[config.mk]
export PLATFORM = sky130hd
export DESIGN_NAME = pwmoc_top
export DESIGN_NICKNAME = d
export VERILOG_FILES = /design/src/hdl/pwmoc_top.v /design/src/hdl/pwmoc_div.v
export VERILOG_INCLUDE_DIRS = /design/src /design/src/hdl
export SDC_FILE = /design/constraint.sdc
export NUM_CORES = 1
export LEC_CHECK = 0
export BUFFER_PORTS_ARGS = -buffer_cell sky130_fd_sc_hd__buf_2
export CORE_ASPECT_RATIO = 1.5
export CORE_MARGIN = 3
export CORE_UTILIZATION = 25
export DETAILED_ROUTE_END_ITERATION = 8
export GPL_TIMING_DRIVEN = 0
export PLACE_DENSITY = 0.43
export SYNTH_ARGS = -nofsm -noshare
export SYNTH_HDL_FRONTEND = slang
export SYNTH_SLANG_ARGS = --single-unit
[constraint.sdc]
create_clock -name SYS_CLK -period 15.4 [get_ports SYS_CLK]
set_clock_uncertainty 0.2 [all_clocks]
set_input_delay 0 -clock SYS_CLK [delete_from_list [all_inputs] [get_ports SYS_CLK]]
set_output_delay 0 -clock SYS_CLK [all_outputs]
set_load 0.02 [all_outputs]
[src/hdl/pwmoc_regs.vh]
// Purpose: Constants for the pulse width modulation output block.
// Assumes: 20 MHz system clock, word-aligned byte addresses.
// Notes:   Included by the block only; the bench files use literal values.
//
// Functional notes
// - External enable pin may activate output when allowed and configured.
// - Software force enable activates the generator regardless of the pin.
// - External sync pin may restart the period timer when allowed and configured.
// - Rising edge of force sync restarts the period timer.
// - Frequency is tenths of hertz, valid from 1 to 200000.
// - Duty is an 8-bit percentage, 0 to 100, the high fraction.
// - At target rate only while output runs at commanded frequency and duty.
// - Busy when enabled but output not yet at commanded frequency.
// - Busy clears on at target rate, error, or enable withdrawn.
// - Busy stays low when a command change takes effect immediately.
// - On error set error flag and show error type on error code.
// - Output held low unless force enable or allowed external enable.
// - Qualifying sync edge abandons current period and starts a new one.
// - Sync edge selectable rising, falling or both; rising by default.
`ifndef PWMOC_REGS_VH
`define PWMOC_REGS_VH

`define PWMOC_ADDR_CTRL      8'h00
`define PWMOC_ADDR_FREQ      8'h04
`define PWMOC_ADDR_DUTY      8'h08
`define PWMOC_ADDR_STATUS    8'h0c

`define PWMOC_CTRL_EXT_EN    0
`define PWMOC_CTRL_FORCE_EN  1
`define PWMOC_CTRL_EXT_SYNC  2
`define PWMOC_CTRL_FORCE_SYN 3
`define PWMOC_CTRL_EN_CFG    4
`define PWMOC_CTRL_SYN_CFG   5
`define PWMOC_CTRL_EDGE_LO   6
`define PWMOC_CTRL_EDGE_HI   7

`define PWMOC_EDGE_RISE      2'h0
`define PWMOC_EDGE_FALL      2'h1
`define PWMOC_EDGE_BOTH      2'h2

`define PWMOC_STAT_TARGET    0
`define PWMOC_STAT_BUSY      1
`define PWMOC_STAT_ERROR     2
`define PWMOC_STAT_ACTIVE    3
`define PWMOC_STAT_OUT       4
`define PWMOC_STAT_CODE_LO   8
`define PWMOC_STAT_CODE_HI   15

`define PWMOC_CTRL_RESET     8'h00
`define PWMOC_FREQ_RESET     32'h00000001
`define PWMOC_DUTY_RESET     8'h00

`define PWMOC_FREQ_MIN       32'h00000001
`define PWMOC_FREQ_MAX       32'h00030d40
`define PWMOC_DUTY_MAX       8'h64
`define PWMOC_PERCENT        32'h00000064

`define PWMOC_ERR_NONE       8'h00
`define PWMOC_ERR_FREQ       8'h01
`define PWMOC_ERR_DUTY       8'h02

`define PWMOC_CLK_HZ         20000000
`define PWMOC_TENTHS         10

`endif

[src/hdl/pwmoc_top.v]
// Purpose: Pulse width modulation generator with enable and sync functions.
// Assumes: One clock; pins ENABLE_PIN and SYNC_PIN are asynchronous.
// Notes:   New settings are applied at a period boundary, or at once while the output is off, to avoid runt pulses.
`timescale 1ns/1ns
`default_nettype none
`include "pwmoc_regs.vh"

module pwmoc_top #(
    parameter CLK_HZ = `PWMOC_CLK_HZ
) (
    input  wire        SYS_CLK,
    input  wire        SYS_RST,
    input  wire [7:0]  REG_ADDR,
    input  wire [31:0] REG_WDATA,
    input  wire        REG_WR,
    input  wire        REG_RD,
    output reg  [31:0] REG_RDATA,
    input  wire        ENABLE_PIN,
    input  wire        SYNC_PIN,
    output reg         PULSE_OUT_PIN,
    output wire        AT_TARGET_RATE,
    output wire        BUSY,
    output wire        ERROR_FLAG,
    output wire [7:0]  ERROR_CODE
);
    // Ticks per period equals this value divided by the frequency in tenths.
    // The product stays below 2^32 for any clock this block is meant to run on.
    localparam [31:0] TICK_BASE     = CLK_HZ * `PWMOC_TENTHS;
    localparam [39:0] TICK_DIVIDEND = {8'h00, TICK_BASE};

    localparam [1:0] ST_IDLE = 2'h0;
    localparam [1:0] ST_PER  = 2'h1;
    localparam [1:0] ST_HIGH = 2'h2;
    localparam [1:0] ST_WAIT = 2'h3;

    reg  [7:0]  ctrl_q;
    reg  [31:0] freq_q;
    reg  [7:0]  duty_q;
    reg         recalc_q;
    reg  [1:0]  state_q;
    reg  [31:0] per_new_q;
    reg  [31:0] high_new_q;
    reg  [31:0] per_q;
    reg  [31:0] high_q;
    reg         valid_q;
    reg  [31:0] cnt_q;
    reg         force_sync_prev_q;
    reg  [1:0]  filt_prev_q;
    reg  [7:0]  err_code_q;
    reg         err_q;

    wire [1:0]  pin_raw;
    wire [1:0]  filt;
    wire        en_pin_level;
    wire        sync_pin_level;
    wire        sync_rise;
    wire        sync_fall;
    wire        sync_qual;
    wire        force_sync_rise;
    wire        restart;
    wire        enable_act;
    wire        wrap;
    wire        freq_bad;
    wire        duty_bad;
    wire        cmd_ok;
    wire        at_target;
    wire        busy;
    wire        div_done;
    wire [31:0] div_quo;
    reg         div_start;
    reg  [39:0] div_num;
    reg  [31:0] div_den;
    wire [39:0] high_product;

    assign pin_raw = {SYNC_PIN, ENABLE_PIN};

    // Three-stage pin synchronisers; a level counts once stages two and three agree.
    genvar gi;
    generate
        for (gi = 0; gi < 2; gi = gi + 1) begin : g_pin
            reg s1_q;
            reg s2_q;
            reg s3_q;
            reg filt_q;
            always @(posedge SYS_CLK) begin
                if (SYS_RST) begin
                    s1_q   <= 1'b0;
                    s2_q   <= 1'b0;
                    s3_q   <= 1'b0;
                    filt_q <= 1'b0;
                end else begin
                    s1_q <= pin_raw[gi];
                    s2_q <= s1_q;
                    s3_q <= s2_q;
                    if (s2_q == s3_q) begin
                        filt_q <= s3_q;
                    end
                end
            end
            assign filt[gi] = filt_q;
        end
    endgenerate

    assign en_pin_level   = filt[0];
    assign sync_pin_level = filt[1];
    assign sync_rise      = sync_pin_level & ~filt_prev_q[1];
    assign sync_fall      = ~sync_pin_level & filt_prev_q[1];

    assign sync_qual = (ctrl_q[`PWMOC_CTRL_EDGE_HI:`PWMOC_CTRL_EDGE_LO] == `PWMOC_EDGE_RISE)
                       ? sync_rise :
                       (ctrl_q[`PWMOC_CTRL_EDGE_HI:`PWMOC_CTRL_EDGE_LO] == `PWMOC_EDGE_FALL)
                       ? sync_fall :
                       (ctrl_q[`PWMOC_CTRL_EDGE_HI:`PWMOC_CTRL_EDGE_LO] == `PWMOC_EDGE_BOTH)
                       ? (sync_rise | sync_fall) : 1'b0;

    assign force_sync_rise = ctrl_q[`PWMOC_CTRL_FORCE_SYN] & ~force_sync_prev_q;

    assign restart = force_sync_rise |
                     (ctrl_q[`PWMOC_CTRL_EXT_SYNC] & ctrl_q[`PWMOC_CTRL_SYN_CFG] & sync_qual);

    assign enable_act = ctrl_q[`PWMOC_CTRL_FORCE_EN] |
                        (ctrl_q[`PWMOC_CTRL_EXT_EN] & ctrl_q[`PWMOC_CTRL_EN_CFG] & en_pin_level);

    assign freq_bad = (freq_q < `PWMOC_FREQ_MIN) || (freq_q > `PWMOC_FREQ_MAX);
    assign duty_bad = (duty_q > `PWMOC_DUTY_MAX);
    assign cmd_ok   = ~freq_bad & ~duty_bad;

    assign wrap = (cnt_q >= per_q - 32'h00000001);

    assign at_target = enable_act & valid_q & ~err_q & ~recalc_q & (state_q == ST_IDLE);

    assign busy = enable_act & ~at_target & ~err_q;

    assign AT_TARGET_RATE = at_target;
    assign BUSY           = busy;
    assign ERROR_FLAG     = err_q;
    assign ERROR_CODE     = err_code_q;

    assign high_product = {8'h00, div_quo} * {32'h00000000, duty_q};

    // Divider feed: period from the tick dividend, then high time from period times duty.
    always @* begin
        div_start = 1'b0;
        div_num   = TICK_DIVIDEND;
        div_den   = freq_q;
        if (state_q == ST_IDLE && recalc_q && cmd_ok) begin
            div_start = 1'b1;
        end else if (state_q == ST_PER && div_done) begin
            div_start = 1'b1;
            div_num   = high_product;
            div_den   = `PWMOC_PERCENT;
        end
    end

    pwmoc_div #(
        .NW (40),
        .DW (32),
        .CW (6)
    ) u_div (
        .clk      (SYS_CLK),
        .rst      (SYS_RST),
        .start    (div_start),
        .dividend (div_num),
        .divisor  (div_den),
        .done     (div_done),
        .quotient (div_quo)
    );

    // Register writes; a write to frequency or duty asks for a new setting.
    always @(posedge SYS_CLK) begin
        if (SYS_RST) begin
            ctrl_q <= `PWMOC_CTRL_RESET;
            freq_q <= `PWMOC_FREQ_RESET;
            duty_q <= `PWMOC_DUTY_RESET;
        end else if (REG_WR) begin
            case (REG_ADDR)
                `PWMOC_ADDR_CTRL: begin
                    ctrl_q <= REG_WDATA[7:0];
                end
                `PWMOC_ADDR_FREQ: begin
                    freq_q <= REG_WDATA;
                end
                `PWMOC_ADDR_DUTY: begin
                    duty_q <= REG_WDATA[7:0];
                end
                default: begin
                    ctrl_q <= ctrl_q;
                end
            endcase
        end
    end

    // Register reads; unmapped addresses return zero.
    always @(posedge SYS_CLK) begin
        if (SYS_RST) begin
            REG_RDATA <= 32'h00000000;
        end else if (REG_RD) begin
            case (REG_ADDR)
                `PWMOC_ADDR_CTRL: begin
                    REG_RDATA <= {24'h000000, ctrl_q};
                end
                `PWMOC_ADDR_FREQ: begin
                    REG_RDATA <= freq_q;
                end
                `PWMOC_ADDR_DUTY: begin
                    REG_RDATA <= {24'h000000, duty_q};
                end
                `PWMOC_ADDR_STATUS: begin
                    REG_RDATA <= {16'h0000, err_code_q, 3'h0, PULSE_OUT_PIN,
                                  enable_act, err_q, busy, at_target};
                end
                default: begin
                    REG_RDATA <= 32'h00000000;
                end
            endcase
        end else begin
            REG_RDATA <= 32'h00000000;
        end
    end

    always @(posedge SYS_CLK) begin
        if (SYS_RST) begin
            err_q      <= 1'b0;
            err_code_q <= `PWMOC_ERR_NONE;
        end else begin
            err_q <= ~cmd_ok;
            if (freq_bad) begin
                err_code_q <= `PWMOC_ERR_FREQ;
            end else if (duty_bad) begin
                err_code_q <= `PWMOC_ERR_DUTY;
            end else begin
                err_code_q <= `PWMOC_ERR_NONE;
            end
        end
    end

    // Settings sequencer. A write during a calculation is kept and redone afterwards.
    always @(posedge SYS_CLK) begin
        if (SYS_RST) begin
            recalc_q   <= 1'b1;
            state_q    <= ST_IDLE;
            per_new_q  <= 32'h00000000;
            high_new_q <= 32'h00000000;
            per_q      <= 32'h00000001;
            high_q     <= 32'h00000000;
            valid_q    <= 1'b0;
        end else begin
            case (state_q)
                ST_IDLE: begin
                    if (recalc_q) begin
                        // Invalid commands leave the running setting untouched.
                        recalc_q <= 1'b0;
                        if (cmd_ok) begin
                            state_q <= ST_PER;
                        end
                    end
                end
                ST_PER: begin
                    if (div_done) begin
                        per_new_q <= div_quo;
                        state_q   <= ST_HIGH;
                    end
                end
                ST_HIGH: begin
                    if (div_done) begin
                        high_new_q <= div_quo;
                        state_q    <= ST_WAIT;
                    end
                end
                ST_WAIT: begin
                    // A result worked out while a command went out of range is dropped,
                    // so the running setting stays in force until a valid command.
                    // Switching at the period end or on a restart, or at once while the output is off, avoids a truncated pulse.
                    if (!cmd_ok) begin
                        state_q <= ST_IDLE;
                    end else if (!enable_act || !valid_q || wrap || restart) begin
                        per_q   <= per_new_q;
                        high_q  <= high_new_q;
                        valid_q <= 1'b1;
                        state_q <= ST_IDLE;
                    end
                end
                default: begin
                    state_q <= ST_IDLE;
                end
            endcase
            if (REG_WR && (REG_ADDR == `PWMOC_ADDR_FREQ || REG_ADDR == `PWMOC_ADDR_DUTY)) begin
                recalc_q <= 1'b1;
            end
        end
    end

    // Period counter and output stage.
    always @(posedge SYS_CLK) begin
        if (SYS_RST) begin
            cnt_q             <= 32'h00000000;
            PULSE_OUT_PIN     <= 1'b0;
            force_sync_prev_q <= 1'b0;
            filt_prev_q       <= 2'h0;
        end else begin
            force_sync_prev_q <= ctrl_q[`PWMOC_CTRL_FORCE_SYN];
            filt_prev_q       <= filt;
            if (!enable_act || !valid_q) begin
                cnt_q <= 32'h00000000;
            end else if (restart || wrap) begin
                cnt_q <= 32'h00000000;
            end else begin
                cnt_q <= cnt_q + 32'h00000001;
            end
            PULSE_OUT_PIN <= enable_act & valid_q & (cnt_q < high_q);
        end
    end
endmodule // pwmoc_top

`default_nettype wire

[src/hdl/pwmoc_div.v]
// Purpose: Restoring unsigned divider, one quotient bit per clock.
// Assumes: Divisor is never zero while a division runs.
// Notes:   Quotient comes from a register; done is a one-cycle pulse.
`timescale 1ns/1ns
`default_nettype none

module pwmoc_div #(
    parameter NW = 40,
    parameter DW = 32,
    parameter CW = 6
) (
    input  wire          clk,
    input  wire          rst,
    input  wire          start,
    input  wire [NW-1:0] dividend,
    input  wire [DW-1:0] divisor,
    output reg           done,
    output wire [DW-1:0] quotient
);
    reg  [DW:0]   rem_q;
    reg  [NW-1:0] quo_q;
    reg  [DW-1:0] dsr_q;
    reg  [CW-1:0] cnt_q;
    reg           run_q;
    wire [DW:0]   shifted;
    wire [DW:0]   trial;

    assign shifted  = {rem_q[DW-1:0], quo_q[NW-1]};
    assign trial    = shifted - {1'b0, dsr_q};
    assign quotient = quo_q[DW-1:0];

    always @(posedge clk) begin
        if (rst) begin
            rem_q <= {(DW+1){1'b0}};
            quo_q <= {NW{1'b0}};
            dsr_q <= {DW{1'b0}};
            cnt_q <= {CW{1'b0}};
            run_q <= 1'b0;
            done  <= 1'b0;
        end else begin
            done <= 1'b0;
            if (start) begin
                rem_q <= {(DW+1){1'b0}};
                quo_q <= dividend;
                dsr_q <= divisor;
                cnt_q <= NW[CW-1:0];
                run_q <= 1'b1;
            end else if (run_q) begin
                if (!trial[DW]) begin
                    rem_q <= trial;
                end else begin
                    rem_q <= shifted;
                end
                quo_q <= {quo_q[NW-2:0], ~trial[DW]};
                cnt_q <= cnt_q - 1'b1;
                if (cnt_q == {{(CW-1){1'b0}}, 1'b1}) begin
                    run_q <= 1'b0;
                    done  <= 1'b1;
                end
            end
        end
    end
endmodule // pwmoc_div

`default_nettype wire

**Word-level counts from Yosys, hierarchy flattened**

Cells that the tools add are included.

- Flip-flop bits (word level): 371
- Latch bits: 0
- RAM bits: 0
- Bits in read-only memories: 0
- Bits of input ports: 46
- Output and inout bits: 44
- Word-level logic and storage cells: 146
- Memories kept: 0

- Add/subtract/negate cells: 4
- $mul: 1
- Divide/modulo/power cells: 0
- $lt $le $gt $ge: 5
- Equal/unequal tests: 16
- Shift operators: 0
- Multiplexer cells: 28
- Bitwise operators: 30
- Reduce and logical (&&, ||, !) cells: 29

Operator list:

| cell | number |
|---|---|
| 40-bit 2-to-1 mux | 4 |
| 32-bit one-hot mux with 4 select lines | 1 |
| 32-bit 2-to-1 mux | 3 |
| 32-bit by 8-bit multiplier with 40-bit output | 1 |
| 33-bit by 32-bit subtractor with 33-bit output | 1 |
| 32-bit by 1-bit adder with 32-bit output (second input constant) | 1 |
| 32-bit greater-or-equal comparator | 1 |
| 32-bit by 18-bit greater-than comparator with 1-bit output (second input constant) | 1 |
| 32-bit by 1-bit less-than comparator with 1-bit output (second input constant) | 1 |
| 32-bit less-than comparator | 1 |
| 32-bit by 1-bit subtractor with 32-bit output (second input constant) | 1 |
| 8-bit by 4-bit == test with 1-bit output (second input constant) | 2 |
| 1-bit bitwise AND | 15 |
| 2-bit 2-to-1 mux | 7 |
| 6-bit 2-to-1 mux | 2 |
| 1-bit NOT | 12 |
| 1-bit 2-to-1 mux | 10 |
| 2-bit AND reduction | 5 |
| 8-bit by 3-bit == test with 1-bit output (second input constant) | 1 |
| 8-bit by 7-bit greater-than comparator with 1-bit output (second input constant) | 1 |
| 8-bit zero test | 1 |
| 2-bit one-hot mux with 4 select lines | 1 |
| 2-bit OR reduction | 4 |
| 2-bit == test (second input constant) | 3 |
| 16 further kinds | 33 |

**Logic depth before layout (Yosys ltp)**

Gate-level depths: netlist of run 1.

- Depth in word-level cells: 12
- Mapped depth: 22
- Depth with buffers taken out: 20

**Cells and area by module**

Synthesis of run 1 repeated with hierarchy kept, for this count alone.

- Cells, all modules: 3,259
- Area, all modules: 27,233.6 µm²

By module, submodules not included:

| module | times used | cells each | area an instance (µm²) | seq. area each (µm²) |
|---|---|---|---|---|
| pwmoc_top | 1 | 2,349 | 20,054.2 | 5,165.0 |
| pwmoc_div | 1 | 910 | 7,179.4 | 2,242.2 |

**Least setup slack after synthesis of run 1**

OpenSTA, ideal clock, no wires.

- Path type: reg2reg
- Start point: register duty_q[7]
- End point: register u_div.quo_q[30]
- Library setup time: 0.115 ns
- Arrival time: 5.283 ns
- Data required time: 15.085 ns
- Setup slack: 9.802 ns
- Cell stages (with the launch flop): 20
- Path buffers: 2
- Clock period less this slack: 5.598 ns
- Path through: dfxtp_1 clkbuf_1 clkbuf_1 nand2_1 fa_1 fa_1 inv_1 fa_1 inv_1 fa_1 inv_1 ha_1 o32a_1 and2_1 a21oi_1 o21ai_1 a221o_1 a2111oi_0 a31oi_1 and3_1

- Longest elaborated chain between the ends: 6
- Elaborated cells between the ends (all ways): 10
- Classes of those cells: 1 x mul; 1 x order compare; 4 x mux; 2 x bitwise; 2 x reduce/logical

RTL lines:

| item | RTL line | text |
|---|---|---|
| start: declaration | pwmoc_top.v:38 | `reg [7:0] duty_q;` |
| start signal: assignment | pwmoc_top.v:174 | `` duty_q <= `PWMOC_DUTY_RESET; `` |
| start signal: assignment | pwmoc_top.v:184 | `duty_q <= REG_WDATA[7:0];` |
| branches (longest 6 deep; another with 32-bit by 8-bit multiplier with 40-bit output) | -- |  |
| end signal: assignment | pwmoc_div.v:35 | `quo_q <= {NW{1'b0}};` |
| end signal: assignment | pwmoc_div.v:44 | `quo_q <= dividend;` |
| end signal: assignment | pwmoc_div.v:54 | `quo_q <= {quo_q[NW-2:0], ~trial[DW]};` |
| end: declaration | pwmoc_div.v:21 | `reg [NW-1:0] quo_q;` |

Several ways; the timed one is not identified.
A chain may end at the register's enable or synchronous reset.

**Worst setup path in the final report of run 1**

- Start point: register duty_q[6]
- End point: register u_div.quo_q[30]

The elaborated chain is that of the path after synthesis.

==> results of run 1 <==
## power by group
group          switching (W)  internal, W
clock               0.000421     0.000536
sequential         0.0000605      0.00104
combinational        0.00105     0.000712
## worst reg2reg max path, stage by stage, from the launching register on
cell	delay, ns
dfxtp_1	0.31
clkbuf_1	0.76
clkbuf_1	0.70
nand2_1	0.18
fa_1	0.47
inv_1	0.11
fa_1	0.48
fa_1	0.57
inv_1	0.06
fa_1	0.53
inv_1	0.04
ha_1	0.33
o21a_1	0.25
o32a_1	0.21
and2_1	0.20
a21oi_1	0.41
o21ai_1	0.21
a221o_1	0.47
a2111oi_0	0.41
a31oi_1	0.07
and3_1	0.19
## final cells by class
class / count / area, µm² / share of cell area
Timing Repair Buffer: 138 / 971 / 0.0322
Clock buffer: 53 / 1100 / 0.0364
Sequential cell: 370 / 7410 / 0.246
Inverter: 294 / 1100 / 0.0367
Tap cell: 1387 / 1740 / 0.0576
Multi-Input combinational cell: 2281 / 16900 / 0.560
Antenna cell: 1 / 2.50 / 0.0000831
Buffer: 187 / 773 / 0.0257
Clock inverter: 12 / 153 / 0.00507
## how the worst max path moves through the flow
stage                                               to  slack [ns]  cells after the start                   start
after CTS                 u_div.quo_q[26]$_SDFFE_PP0P_        8.05                     20  duty_q[6]$_SDFFE_PP0P_
after floorplan           u_div.quo_q[30]$_SDFFE_PP0P_        9.80                     19  duty_q[7]$_SDFFE_PP0P_
final                     u_div.quo_q[30]$_SDFFE_PP0P_        8.15                     20  duty_q[6]$_SDFFE_PP0P_
after global routing      u_div.quo_q[30]$_SDFFE_PP0P_        7.79                     20  duty_q[6]$_SDFFE_PP0P_
after detailed placement  u_div.quo_q[26]$_SDFFE_PP0P_        8.08                     20  duty_q[6]$_SDFFE_PP0P_
after global placement    u_div.quo_q[30]$_SDFFE_PP0P_        8.06                     20  duty_q[6]$_SDFFE_PP0P_
## registers in the layout (all words and copies together), names as in the netlist, 2 cells and up
| register | count |
|---|---|
| per_new_q | 32 |
| g_pin.s3_q | 2 |
| u_div.quo_q | 40 |
| REG_RDATA | 32 |
| duty_q | 8 |
| freq_q | 32 |
| u_div.cnt_q | 6 |
| ERROR_CODE | 2 |
| g_pin.s2_q | 2 |
| g_pin.s1_q | 2 |
| per_q | 32 |
| u_div.dsr_q | 32 |
| u_div.rem_q | 32 |
| ctrl_q | 8 |
| state_q | 2 |
| cnt_q | 32 |
| high_new_q | 32 |
| high_q | 32 |
## layout by cell type, fill, tap and decap left out, types with 7 or more instances in the layout
cell type      count
dlygate4sd3_1     55
xor2_1            51
nor2b_1           25
buf_4              7
o21a_1            10
xnor2_1           69
buf_2             93
nand3b_1          14
a21oi_1          241
nand4_1           19
nor4_1            16
nor3b_1           10
clkbuf_16         38
ha_1             166
inv_1            293
nor3_1            34
or3_1             10
and3_1            19
nand2b_1          18
dfxtp_1          370
o21bai_1           9
nand3_1           39
fa_1             181
o21ai_1           15
mux2i_1          138
a31oi_1           12
nor2_1           194
a211oi_1          17
o211ai_1          10
nand2_1          477
clkbuf_1         161
buf_1             11
o21ai_0           91
clkbuf_8           9
and2_1           234
a21o_1            64
## layer usage
metal,global-route usage,wire [µm],vias to the layer above
li1,-,-,10595
met1,0.167,33500,10350
met2,0.325,48600,265
met3,0.0129,1750,148
met4,0.0592,3520,0
met5,0,0,-
## through the flow
step,hold slack (ns),util,setup WS (ns)
2_1_floorplan,-0.0760,-,9.80
3_3_place_gp,0.0445,0.274,8.06
3_5_place_dp,0.0479,0.274,8.08
4_1_cts,0.00318,0.292,8.05
5_1_grt,0.0345,0.292,7.79
6_report,0.0278,0.292,8.15
## kinds of logic after synthesis
family,count (synthesis),synth area share
other,1,0.000144
and+or+nand+nor,1132,0.207
muxes,143,0.0560
DFF,370,0.283
AOI/OAI and AO/OA,533,0.124
buffers and inverters,481,0.0718
xor gates and xnor gates,120,0.0402
adders and majority gates,347,0.218
==> results.yml, run 1 <==
route:
  vias: 21358
  wire_per_inst_um: 18.5
  wirelength_um: 87400
  drtIter0Drc: 813
  drt_pre_antenna_iters: 5
  vias_per_cell: 4.52
  ant_nets: 0
  drc: 0
floorplanning:
  die_area_mm2: 0.109
  rows: 144
  die_w_um: 270
  ios: 90
  coreArea_mm2: 0.103
  die_h_um: 402
  initial_utilization: 0.253
synth:
  yosysWarnings: 0
  async_reset_ff_frac: 0
  synth_top_cell_by_area: "dfxtp_1"
  synth.most_common_cell: "nand2_1"
  synth.area.top_cells: "dfxtp_1, fa_1, ha_1"
  synth_common_cells: "nand2_1, dfxtp_1, inv_1"
  syn_avg_cell_area_um2: 8.36
  synth_top_cell_area_share: 0.283
  yosysSeqAreaShare: 0.283
  synth_area_mm2: 0.0261
  synth_cell_types: 87
  synthCells: 3127
  synth_edf_count: 0
  ys.flop_type: "dfxtp_1"
  synth-seq-cells: 370
critical_path:
  cp_common_cell: "fa_1"
  critical_path.slowest_cell: "clkbuf_1"
  cp_top_family: "adder cells"
  cp.arrival_ns: 7.51
  cp-start-kind: "flop"
  crit_chain: "clkbuf_1, clkbuf_1, nand2_1, fa_1, inv_1, fa_1, fa_1, inv_1, fa_1, inv_1, ha_1, o21a_1, o32a_1, and2_1, a21oi_1, o21ai_1, a221o_1, a2111oi_0, a31oi_1, and3_1"
  critPathCaptureType: "flop"
  crit_buf_inv: 5
  criticalPathCategory: "reg2reg"
  max_stage_delay_ns: 0.76
  required_ns: 15.66
  rrSetupSlack_ns: 8.15
  r2r_cells: 20
  r2r-end: "u_div.quo_q[30]$_SDFFE_PP0P_"
  r2r-start: "duty_q[6]$_SDFFE_PP0P_"
  path_max_fanout: 10
clocking:
  clk_pin_slew_worst_paths_ns: 0.07
  tritoncts: "done"
  cts.path.max_buffers: 3
  cts_num_sinks: 370
  numCtsBuffers: 38
  post_cts_resized: 0
  cts-htree-levels: 2
  postCtsHoldBufs: 55
  post_cts_buffers: 0
  cts_root_buf: "clkbuf_16"
  clk_latency_ns: 0.56
sta:
  slew_headroom: 0.147
  rsz0062_at_grt: "no"
  max_clock_freq_mhz: 138
  finalHoldViolCount: 0
  finalSetupViolCount: 0
  fin_tns_setup_ns: 0
  worstMarginPinSlew_ns: 1.26
  report.final.slew_viol_count: 0
  post-route-period-util: 0.471
  period_minus_slack_ns: 7.25
pwr:
  leakagePower_nw: 12.7
  finalPower_w: 0.00381
  peakVddDrop_mv: 0.0908
  powerDensity_mw_per_mm2: 127
final_layout:
  drive_above_1_share: 0.0561
  fill_cells: 11210
  synthToLayoutAreaGrowth_pct: 15.2
  fin_nets: 3703
  final_design_area_no_fill_mm2: 0.0301
  stdcell_count: 4723
hold_path:
  hold_depth: 4
  min_from: "REG_WDATA[17]"
  whs_endpoint: "freq_q[17]$_SDFFE_PP0P_"
  hp-class: "in2reg"
job:
  maxCapViolCount: 0
global_routing:
  grt.overflow.total: 0
  grt_pass1_vias: 22815
  grt_max_degree: 15
  grt_usage: 0.160
  antenna_found_initial: 2
  grt_pass1_wl_um: 135000
placement:
  dpl.cell_count: 4602
  place_congestion: 0.845
  portBuffers: 82
  dpl_cell_area_mm2: 0.0283
  dp.final_hpwl_um: 70000
outcome:
  outcome: "completed"
Note: power is estimated with default switching activity, not from simulation.
==> inputs of run 2 (changes only) <==
Clock period 15.4 ns to 7.6 ns, I/O delays scaled along.
==> results.yml, run 2 (synthesized netlist as in run 1, its figures left out) <==
critical_path:
  critical_path.slowest_cell: "clkbuf_1"
  crit_buf_inv: 5
  critPathCaptureType: "flop"
  cp-start-kind: "flop"
  crit_chain: "clkbuf_1, clkbuf_1, nand2_1, fa_1, inv_1, fa_1, fa_1, inv_1, fa_1, inv_1, ha_1, o21a_1, o32a_1, and2_1, a21oi_1, o21ai_1, a221o_1, a2111oi_0, a31oi_1, and3_1"
  max_stage_delay_ns: 0.70
  path_max_fanout: 10
  cp.arrival_ns: 7.42
  cp_top_family: "adder cells"
  cp_common_cell: "fa_1"
  criticalPathCategory: "reg2reg"
  required_ns: 7.86
final_layout:
  top_register: "u_div.quo_q"
  final_common_cell: "nand2_1"
  largest_register_ffs: 40
  fin_nets: 3702
  fill_cells: 11208
  multiInputGateArea_mm2: 0.0169
  final_design_area_no_fill_mm2: 0.0301
  drive_above_1_share: 0.0561
  final_cell_mix: "nand2_1, dfxtp_1, inv_1"
  synthToLayoutAreaGrowth_pct: 15.2
  seq_area_mm2: 0.00741
clocking:
  cts-htree-levels: 2
  clk_latency_ns: 0.56
  post_cts_resized: 0
  numCtsBuffers: 38
  cts_num_sinks: 370
  post_cts_buffers: 0
  clk_pin_slew_worst_paths_ns: 0.07
  tritoncts: "done"
  cts.path.max_buffers: 3
  cts_root_buf: "clkbuf_16"
global_routing:
  grt_pass1_vias: 22815
  grt.overflow.total: 0
  grt_usage: 0.160
  grt_max_degree: 15
  grt_pass1_wl_um: 135000
  antenna_found_initial: 2
sta:
  finalHoldViolCount: 0
  fin_tns_setup_ns: 0
  report.final.slew_viol_count: 0
  post-route-period-util: 0.942
  slew_headroom: 0.112
  finalSetupViolCount: 0
  period_minus_slack_ns: 7.16
  rsz0062_at_grt: "no"
  worstMarginPinSlew_ns: 1.31
  max_clock_freq_mhz: 140
route:
  wl_met2_um: 48700
  top_layer_used: "met4"
  drtIter0Drc: 834
  ant_nets: 0
  wire_per_inst_um: 18.5
  dr_wl_met3_um: 1850
  vias_per_cell: 4.53
  drt_pre_antenna_iters: 5
  vias: 21400
  wirelength_met1_um: 33500
  wirelength_um: 87500
  drc: 0
floorplanning:
  initial_utilization: 0.253
  die_w_um: 270
  die_h_um: 402
  coreArea_mm2: 0.103
  ios: 90
  rows: 144
  die_area_mm2: 0.109
pwr:
  peakVddDrop_mv: 0.182
  leakagePower_nw: 12.7
  powerDensity_mw_per_mm2: 257
outcome:
  outcome: "completed"
placement:
  dpl_cell_area_mm2: 0.0283
  place_congestion: 0.845
  portBuffers: 82
  dp.final_hpwl_um: 70000
hold_path:
  hp-class: "in2reg"
job:
  maxCapViolCount: 0
run 2: layout make-up:
class,count,area share
diodes,1,0.0000831
plain buffers,186,0.0256
clock buffers,53,0.0364
clock inverters,12,0.00507
inverters,294,0.0367
multi-input cells,2281,0.560
flip-flops and latches,370,0.246
well taps,1387,0.0576
repair buffers,138,0.0322
run 2: path summary, 6_finish.rpt:
path                            startpoint                      endpoint  slack (ns)  cells after the start
setup / recovery    duty_q[7]$_SDFFE_PP0P_  u_div.quo_q[30]$_SDFFE_PP0P_        0.44                     20
hold / removal               REG_WDATA[17]       freq_q[17]$_SDFFE_PP0P_        0.03                      4
setup reg to reg    duty_q[7]$_SDFFE_PP0P_  u_div.quo_q[30]$_SDFFE_PP0P_        0.44                     20
hold reg to reg   g_pin[1].s1_q$_SDFF_PP0_      g_pin[1].s2_q$_SDFF_PP0_        0.24                      1
run 2: stage by stage:
stage | hold slack, ns | setup slack, ns | utilization | instances | power, W
2_1_floorplan | -0.0760 | 2.00 | - | 3132 | 0.00482
3_5_place_dp | 0.0479 | 0.281 | 0.274 | 4602 | 0.00585
3_3_place_gp | 0.0445 | 0.260 | 0.274 | 4601 | 0.00586
6_report | 0.0290 | 0.439 | 0.292 | 4722 | 0.00772
4_1_cts | 0.00318 | 0.253 | 0.292 | 4722 | 0.00785
5_1_grt | 0.0345 | 0.0812 | 0.292 | 4721 | 0.00820
run 2: worst register-to-register path, cell delays in order (launching register included):
cell and delay, ns:
dfxtp_1 0.30, clkbuf_1 0.62, clkbuf_1 0.72, nand2_1 0.18, fa_1 0.51, inv_1 0.11, fa_1 0.47, fa_1 0.57
inv_1 0.06, fa_1 0.53, inv_1 0.04, ha_1 0.33, o21a_1 0.25, o32a_1 0.21, and2_1 0.20, a21oi_1 0.41
o21ai_1 0.21, a221o_1 0.47, a2111oi_0 0.41, a31oi_1 0.07, and3_1 0.20
run 2: repair_timing:
| item | 4_1_cts | 5_1_grt |
|---|---|---|
| hold endpoints to repair | 68 | 0 |
| endpoints found under the setup margin | 0 | 1 |
| hold buffers | 55 | 0 |
run 2: power by group:
part | switching (W) | internal (W) | total (W)
clock network | 0.000852 | 0.00109 | 0.00194
registers | 0.000124 | 0.00210 | 0.00222
logic | 0.00212 | 0.00144 | 0.00356
run 2: per-layer routing:
metal,vias to the layer above,global-route usage
li1,10593,-
met1,10380,0.167
met2,288,0.325
met3,139,0.0129
met4,0,0.0592
met5,-,0
